## src/logic_cluster_pkg.sv

```systemverilog
// constants and carrier types for the logic cluster and its cells
// Notes on behaviour
// - at most ten control signals per cluster
// - three clocks, enables, two aclr, sclr, sload
// - three clocks from two sources, three enables
// - each cluster clock tied to own enable
// - rising and falling edges use separate clocks
// - dropping an enable stops its clock
// - controls come from six row lines, local
// - two lookup halves, two flops, eight inputs
// - any six-input, some seven-input functions
// - flops have data, clock, enable, clears, load
// - combinational use bypasses the flop
// - two driver sets, two routes, one local
// - lookup and flop drive separate outputs
// - flop output feeds back into lookup
// - registered and unregistered result together
// - eleven inputs steered by mode
// - cluster controls govern flops in all modes
// - two functions or one six-input function
// - five-five shares a,b; four-five shares one
// - two six-input need four common, same function; code shares a-d but keeps separate lut_top and lut_bot masks
// - six-input uses a-d plus top or bottom pair
// - bottom pair use frees top pair for packing
`default_nettype none
package logic_cluster_pkg;
   // ----------------------------------------
   // sizes and reset values
   // ----------------------------------------
   localparam int NUM_CELLS  = 10;
   localparam int ROW_CLOCKS = 6;
   localparam int LOCAL_CTL  = 8;
   localparam int CTL_MAX    = 10;
   localparam logic FLOP_RST = 1'b0;
   // flop data sources
   localparam logic [1:0] DSEL_LUT   = 2'h0;
   localparam logic [1:0] DSEL_PACK  = 2'h1;
   localparam logic [1:0] DSEL_CHAIN = 2'h2;
   // clock index 3 means no cluster clock
   localparam logic [1:0] CLK_NONE = 2'h3;
   // ----------------------------------------
   // carrier types
   // ----------------------------------------
   typedef struct packed {
      logic       src;      // which of two sources
      logic       fall;     // falling edge when set
      logic [2:0] ena_idx;  // local line for enable
   } clk_cfg_t;
   typedef struct packed {
      clk_cfg_t [2:0]       clk;
      logic [1:0][2:0]      src_row;   // row line per source
      logic [1:0][2:0]      aclr_row;  // row line per clear
      logic [2:0]           sclr_idx;  // local line
      logic [2:0]           sload_idx; // local line
   } cluster_cfg_t;
   typedef struct packed {
      logic [2:0] tick;   // gated cluster clocks
      logic [2:0] ena;    // cluster clock enables
      logic [1:0] aclr;
      logic       sclr;
      logic       sload;
   } ctl_bus_t;
   typedef struct packed {
      logic [1:0] clk_idx;
      logic       aclr_idx;
      logic       sclr_en;
      logic       sload_en;
      logic [1:0] dsel;
   } flop_cfg_t;
   typedef struct packed {
      logic [63:0]     lut_top;
      logic [63:0]     lut_bot;
      logic            seven;    // extended mux function
      logic            fb;       // top flop feeds bottom half
      flop_cfg_t [1:0] flop;     // [0] top, [1] bottom
      logic [1:0][1:0] out_reg;  // per set, per output
   } cell_cfg_t;
   typedef struct packed {
      logic in_a;
      logic in_b;
      logic in_c;
      logic in_d;
      logic cell_input_e_top;
      logic cell_input_f_top;
      logic cell_input_e_bottom;
      logic cell_input_f_bottom;
   } cell_in_t;
   typedef struct packed {
      logic [1:0] route_top;
      logic [1:0] route_bot;
      logic       local_top;
      logic       local_bot;
      logic [1:0] q;
      logic [1:0] comb;
   } cell_out_t;
endpackage
`default_nettype wire

```

## src/adaptive_logic_cell.sv

```systemverilog
// one adaptive logic cell: two lookup halves, two flops, drivers
`timescale 1ns/10ps
`default_nettype none
module adaptive_logic_cell
(
   // clock and reset
   input  wire logic                         clk,
   input  wire logic                         rst_n,
   // configuration and cluster controls
   input  wire logic_cluster_pkg::cell_cfg_t cfg,
   input  wire logic_cluster_pkg::ctl_bus_t  ctl,
   // data inputs and chains
   input  wire logic_cluster_pkg::cell_in_t  din,
   input  wire logic                         carry_in,
   input  wire logic                         share_in,
   input  wire logic                         chain_in,
   // results
   output logic_cluster_pkg::cell_out_t      dout,
   output logic                              carry_out,
   output logic                              share_out
);
   // ----------------------------------------
   // lookup halves
   // ----------------------------------------
   function automatic logic lut6(input logic [63:0] m, input logic [5:0] i);
      return m[i];
   endfunction
   logic [1:0] q;          // top_cell_flop, bottom_cell_flop
   logic [1:0] comb;       // lookup results
   logic       f_bot;      // bottom f input or feedback
   logic [3:0] abcd;       // inputs shared by both halves
   assign abcd  = {din.in_d, din.in_c, din.in_b, din.in_a};
   assign f_bot = cfg.fb ? q[0] : din.cell_input_f_bottom;
   // top half: six-input on a-d plus top pair, or the seven-input mux
   always_comb
   begin
      if (cfg.seven)
         comb[0] = din.cell_input_f_top ?
            lut6(cfg.lut_bot, {1'b0, din.cell_input_e_bottom, abcd}) :
            lut6(cfg.lut_top, {1'b0, din.cell_input_e_top, abcd});
      else
         comb[0] = lut6(cfg.lut_top, {din.cell_input_f_top, din.cell_input_e_top, abcd});
      // bottom half: a-d plus bottom pair; equal masks give shared functions
      comb[1] = lut6(cfg.lut_bot, {f_bot, din.cell_input_e_bottom, abcd});
   end
   // ----------------------------------------
   // flops
   // ----------------------------------------
   genvar k;
   generate
      for (k = 0; k < 2; k++)
      begin : g_flop
         logic pack;   // packing input: e top for top, f bottom for bottom
         logic data;
         logic tick;
         assign pack = (k == 0) ? din.cell_input_e_top : din.cell_input_f_bottom;
         always_comb
         begin
            unique case (cfg.flop[k].dsel)
               logic_cluster_pkg::DSEL_PACK:  data = pack;
               logic_cluster_pkg::DSEL_CHAIN: data = (k == 0) ? chain_in : q[0];
               default:                       data = comb[k];
            endcase
         end
         assign tick = (cfg.flop[k].clk_idx != logic_cluster_pkg::CLK_NONE) &&
                       ctl.tick[cfg.flop[k].clk_idx];
         // clear wins over everything, even with no tick
         always_ff @(posedge clk or negedge rst_n)
         begin
            if (!rst_n)
               q[k] <= logic_cluster_pkg::FLOP_RST;
            else if (ctl.aclr[cfg.flop[k].aclr_idx])
               q[k] <= logic_cluster_pkg::FLOP_RST;
            else if (tick)
            begin
               if (cfg.flop[k].sclr_en && ctl.sclr)
                  q[k] <= logic_cluster_pkg::FLOP_RST;
               else if (cfg.flop[k].sload_en && ctl.sload)
                  q[k] <= pack;
               else
                  q[k] <= data;
            end
         end
      end
   endgenerate
   // ----------------------------------------
   // output drivers
   // ----------------------------------------
   // each route output picks flop or lookup on its own, so both can show
   always_comb
   begin
      dout.route_top[0] = cfg.out_reg[0][0] ? q[0] : comb[0];
      dout.route_top[1] = cfg.out_reg[0][1] ? q[0] : comb[0];
      dout.route_bot[0] = cfg.out_reg[1][0] ? q[1] : comb[1];
      dout.route_bot[1] = cfg.out_reg[1][1] ? q[1] : comb[1];
      dout.local_top    = dout.route_top[0];
      dout.local_bot    = dout.route_bot[0];
      dout.q            = q;
      dout.comb         = comb;
   end
   // arithmetic chains are not used in normal mode; pass them on
   assign carry_out = carry_in;
   assign share_out = share_in;
endmodule // adaptive_logic_cell
`default_nettype wire

```

## src/logic_cluster.sv

```systemverilog
// logic cluster: control block, ten cells, registered outputs
`timescale 1ns/10ps
`default_nettype none
module logic_cluster
(
   // clock and reset
   input  wire logic                            clk,
   input  wire logic                            rst_n,
   // control sources
   input  wire logic [5:0]                      row_clock,
   input  wire logic [7:0]                      local_ctl,
   // configuration
   input  wire logic_cluster_pkg::cluster_cfg_t cluster_cfg,
   input  wire logic_cluster_pkg::cell_cfg_t [9:0] cell_cfg,
   // data from the fabric
   input  wire logic_cluster_pkg::cell_in_t [9:0]  cell_in,
   input  wire logic                            carry_in,
   input  wire logic                            share_in,
   input  wire logic                            chain_in,
   // results to the fabric
   output logic_cluster_pkg::cell_out_t [9:0]   cell_out,
   output logic                                 carry_out,
   output logic                                 share_out,
   output logic [2:0]                           tick_out
);
   // ----------------------------------------
   // source pickers
   // ----------------------------------------
   // row index above five selects a quiet line
   function automatic logic pick_row(input logic [2:0] i, input logic [5:0] r);
      return (i < 3'h6) ? r[i] : 1'b0;
   endfunction
   function automatic logic pick_local(input logic [2:0] i, input logic [7:0] l);
      return l[i];
   endfunction
   // ----------------------------------------
   // control block
   // ----------------------------------------
   logic [1:0] src_now;    // selected clock sources
   logic [1:0] src_prev;   // last sampled value
   logic [1:0] src_rise;
   logic [1:0] src_fall;
   logic_cluster_pkg::ctl_bus_t ctl;  // ten control signals
   // two sources from the row lines
   always_comb
   begin
      for (int s = 0; s < 2; s++)
      begin
         src_now[s] = pick_row(cluster_cfg.src_row[s], row_clock);
      end
   end
   // edge history for the clock sources
   always_ff @(posedge clk or negedge rst_n)
   begin
      if (!rst_n)
         src_prev <= 2'h0;
      else
         src_prev <= src_now;
   end
   assign src_rise = src_now & ~src_prev;
   assign src_fall = ~src_now & src_prev;
   // cluster clocks: one edge of one source, gated by own enable
   always_comb
   begin
      for (int k = 0; k < 3; k++)
      begin
         ctl.ena[k]  = pick_local(cluster_cfg.clk[k].ena_idx, local_ctl);
         ctl.tick[k] = ctl.ena[k] &&
            (cluster_cfg.clk[k].fall ? src_fall[cluster_cfg.clk[k].src] :
                                       src_rise[cluster_cfg.clk[k].src]);
      end
      for (int j = 0; j < 2; j++)
      begin
         ctl.aclr[j] = pick_row(cluster_cfg.aclr_row[j], row_clock);
      end
      ctl.sclr  = pick_local(cluster_cfg.sclr_idx, local_ctl);
      ctl.sload = pick_local(cluster_cfg.sload_idx, local_ctl);
   end
   // ----------------------------------------
   // cells
   // ----------------------------------------
   logic_cluster_pkg::cell_out_t [9:0] raw;   // unregistered cell results
   logic [10:0] carry_c;                      // carry chain taps
   logic [10:0] share_c;                      // shared chain taps
   logic [10:0] chain_c;                      // register chain taps
   assign carry_c[0] = carry_in;
   assign share_c[0] = share_in;
   assign chain_c[0] = chain_in;
   genvar i;
   generate
      for (i = 0; i < logic_cluster_pkg::NUM_CELLS; i++)
      begin : g_cell
         adaptive_logic_cell u_cell
         (
            .clk       (clk),
            .rst_n     (rst_n),
            .cfg       (cell_cfg[i]),
            .ctl       (ctl),
            .din       (cell_in[i]),
            .carry_in  (carry_c[i]),
            .share_in  (share_c[i]),
            .chain_in  (chain_c[i]),
            .dout      (raw[i]),
            .carry_out (carry_c[i+1]),
            .share_out (share_c[i+1])
         );
         // register chain takes the bottom flop onward
         assign chain_c[i+1] = raw[i].q[1];
      end
   endgenerate
   // ----------------------------------------
   // output stage
   // ----------------------------------------
   // one fabric-clock stage keeps every output on a flop
   always_ff @(posedge clk or negedge rst_n)
   begin
      if (!rst_n)
      begin
         cell_out  <= '0;
         carry_out <= 1'b0;
         share_out <= 1'b0;
         tick_out  <= 3'h0;
      end
      else
      begin
         cell_out  <= raw;
         carry_out <= carry_c[10];
         share_out <= share_c[10];
         tick_out  <= ctl.tick;
      end
   end

   // helper: selected clear of cell zero top flop
   logic aclr0;
   logic tick0;
   assign aclr0 = ctl.aclr[cell_cfg[0].flop[0].aclr_idx];
   assign tick0 = (cell_cfg[0].flop[0].clk_idx != logic_cluster_pkg::CLK_NONE) &&
                  ctl.tick[cell_cfg[0].flop[0].clk_idx];
endmodule // logic_cluster
`default_nettype wire

```

## config.mk

```make
export PLATFORM = sky130hd
export DESIGN_NAME = logic_cluster
export DESIGN_NICKNAME = d
export VERILOG_FILES = /design/src/logic_cluster_pkg.sv /design/src/adaptive_logic_cell.sv /design/src/logic_cluster.sv
export SDC_FILE = /design/constraint.sdc
export NUM_CORES = 1
export LEC_CHECK = 0
export BUFFER_PORTS_ARGS = -buffer_cell sky130_fd_sc_hd__buf_2
export CAP_MARGIN = 30
export CORE_AREA = 5 5 663 665
export CTS_BUF_LIST = sky130_fd_sc_hd__clkbuf_4
export DETAILED_ROUTE_END_ITERATION = 8
export DIE_AREA = 0 0 668 670
export HOLD_SLACK_MARGIN = 0.02
export PLACE_DENSITY = 0.3
export SLEW_MARGIN = 20
export SYNTH_ARGS = -nofsm -noshare
export SYNTH_HDL_FRONTEND = slang
export SYNTH_SLANG_ARGS = --single-unit
```

## constraint.sdc

```tcl
create_clock -name clk -period 3.8 [get_ports clk]
set_clock_uncertainty 0.15 [all_clocks]
set_input_delay 0.57 -clock clk [delete_from_list [all_inputs] [get_ports clk]]
set_output_delay 0.57 -clock clk [all_outputs]
set_load 0.01 [all_outputs]
```

==> out/results.txt <==
initial antenna violation count: 180
CTS max path bufs: 3
total track usage: 0.101
Design Area, Final: 0.0371 mm2
period utilisation layout: 1.00
Synth Cell Area: 0.0180 mm2
DR iter-0 viols: 1437
Post-Route Setup TNS: -0.0152 ns
largest cells by area after synthesis: mux4_2 (37%), dfrtp_1 (15%), mux2i_1 (8.7%)
Post-synth EDFFs: 0
Int Power: 3.82 mW
Max-cap violations: 0
post-synth top area share: 0.369
Synth area leader: mux4_2
Max VDD drop: 0.000226 V
Layout area overhead: 106%
crit end category: flip-flop
Slowest-stage cell, CP: dlygate4sd3_1
GPL Wtd Cong: 0.893
count leader, synth: mux4_2
Mapped Nets: 3348
Via Count: 25194
share of cells above drive strength 1: 0.623
Die W: 668 um
Tmin final: 3.82 ns
I/O Buffers: 1716
vias in the first global route: 27083
DRC errors left: 0
Chip Height: 670 um
CP Data Arrival Time: 4.53 ns
Placed Area: 0.0346 mm2
vias per cell: 2.66
final hold violations: 0
Synth async-reset ratio: 1.00
worst rel slew slack: 0.476
router iterations before antenna repair: 5
H-tree depth: 3
register share of total power: 0.217
startpoint class of the critical path: input port
Routed Antenna Nets: 0
max frequency: 262 MHz
Cell Rows: 242
cells after synthesis: 1696
crit-path max cell delay: 0.59 ns
Clock transition at path regs: 0.32 ns
failing checks: setup timing
gr ovfl total: 0
top cells by count, synth: mux4_2 (295), mux2i_1 (156), nand2_1 (114)
CTS Buf Count: 13
Logic pwr share: 0.643
largest net degree at the start of global routing: 48
leakage power: 15.4 nW
Seq/Total Area, Yosys: 0.149
syn avg cell area: 10.6 um2
setup slack after layout: -0.0152 ns
Worst-Margin Slew: 0.785 ns
#FFs+latches synth: 107
crit-path max FO: 16
Worst-Skew Late Latency: 0.90 ns
buffer and inverter count on the worst path: 6
first-pass GRT wire length: 294000 um
Clock Sink Count: 107
Top Ports: 1717
Synthesis Warnings: 0
DP Wirelength: 217000 um
Clk pwr share: 0.141
die area: 0.448 mm2
status: complete, but fails checks
Hold Crit Class: in -> reg
count of different cell masters after synthesis: 82
crit-path cells: clkbuf_4, buf_12, mux4_2, mux4_2, nor4b_2, a41oi_1, dlygate4sd3_1, nand4_1, dlygate4sd3_1, buf_4, o21ai_0, dlygate4sd3_1
Initial Util: 0.0416
wire per inst: 25.3 um
CTS tree: built
Setup CP Type: in -> reg
Root Buffer: clkbuf_4
RSZ-0062 raised after global routing: false
Pwr per Cell Area: 201 mW/mm2
Switching Power: 3.66 mW
required time worst endpoint: 4.52 ns
endpoints failing setup: 1
fin nets: 5276
Synth Flop Type: dfrtp_1
switch share: 0.489
final WL: 239000 um
Core Area: 0.433 mm2
Most common cell on crit path: dlygate4sd3_1
Final Max Slew Viols: 0
CP top delay family: buffers and inverters
## layout make-up
type                       count  area, um2
fill                       50677     396000
multi-input combinational   1346      14400
timing repair buffer        2064      12100
tap                         5734       7170
sequential                   107       2680
inverter                      92        345
antenna                       96        240
clock buffer                  13       97.6
clock inverter                 4       52.6
## kinds of logic (layout without fill, tap and decap cells)
group	count (synthesis)	after routing	share of synthesized area
simple gates	444	444	0.133
compound gates	355	355	0.140
fa+ha+maj	40	40	0.0278
mux	507	507	0.491
flops	107	107	0.149
other cells	0	96	0
buf+inv	243	2173	0.0592
## metal layers
metal / up-vias / track usage / wire length (um)
met2: 1424 / 0.184 / 122000
met5: - / 0 / 474
met1: 12585 / 0.111 / 87000
met3: 283 / 0.0395 / 24600
met4: 72 / 0.0208 / 5270
li1: 10830 / - / -
## power by group through the flow
stage               combinational (mW)  sequential [mW]  clock [mW]
floorplan                         1.65             1.54           0
global placement                  4.61             1.71           0
detailed placement                4.64             1.67           0
CTS                               5.02             1.65        1.30
global route                      5.24             1.66        1.25
finish                            4.80             1.62        1.05
## what timing repair did
item | 4_1_cts | 5_1_grt
setup buffers | 0 | 9
hold endpoints to repair | 191 | 0
hold buffers | 199 | 0
setup endpoints to repair | 0 | 2
resized for setup | 0 | 4
## cells in the final DEF, fill, tap and decap left out, drive strengths merged, types with 38 or more instances in the layout
master / instances
nand3: 38
dfrtp: 107
nand2b: 46
diode: 96
mux2i: 158
buf: 1864
mux4: 295
a22oi: 40
a21oi: 57
inv: 92
nand2: 114
nor2: 60
dlygate4sd3: 197
o21ai: 73
ha: 40
mux2: 54
## flip-flops by register name (all words and copies together), names as in the netlist
register            cells
carry_out               1
cell_out               80
g_cell.u_cell.dout     20
share_out               1
src_prev                2
tick_out                3
## tightest hold or removal path, cell delays in order
cell and delay (ns):
buf_2 0.10, a21oi_1 0.15, nand4_1 0.09, o21ai_1 0.06
buf_4 0.19
## worst paths after layout
kind / start / to / slack (ns) / cells after the start
setup / recovery: cell_in[31] / cell_out[39] / -0.02 / 12
hold / removal: cell_cfg[166] / cell_out[11] / 0.22 / 5
setup reg to reg: src_prev[0] / g_cell[5].u_cell.dout[2] / 0.17 / 9
hold reg to reg: g_cell[2].u_cell.dout[2] / cell_out[22] / 0.38 / 0
max in group asynchronous: rst_n / g_cell[4].u_cell.dout[3] / 2.30 / 4
min in group asynchronous: rst_n / g_cell[5].u_cell.dout[3] / 0.56 / 4
## stage by stage
step,std cells,util,total power [mW],worst slack (ns),hold WS [ns]
floorplan,1696,-,3.19,0.751,0.124
global placement,9133,0.0799,6.32,-0.127,0.380
detailed placement,9135,0.0800,6.31,0.00373,0.372
CTS,9351,0.0850,7.98,0.0456,0.0308
global route,9410,0.0855,8.16,0.0366,0.141
finish,9456,0.0857,7.47,-0.0152,0.224
Note: power is estimated with default switching activity, not from simulation.
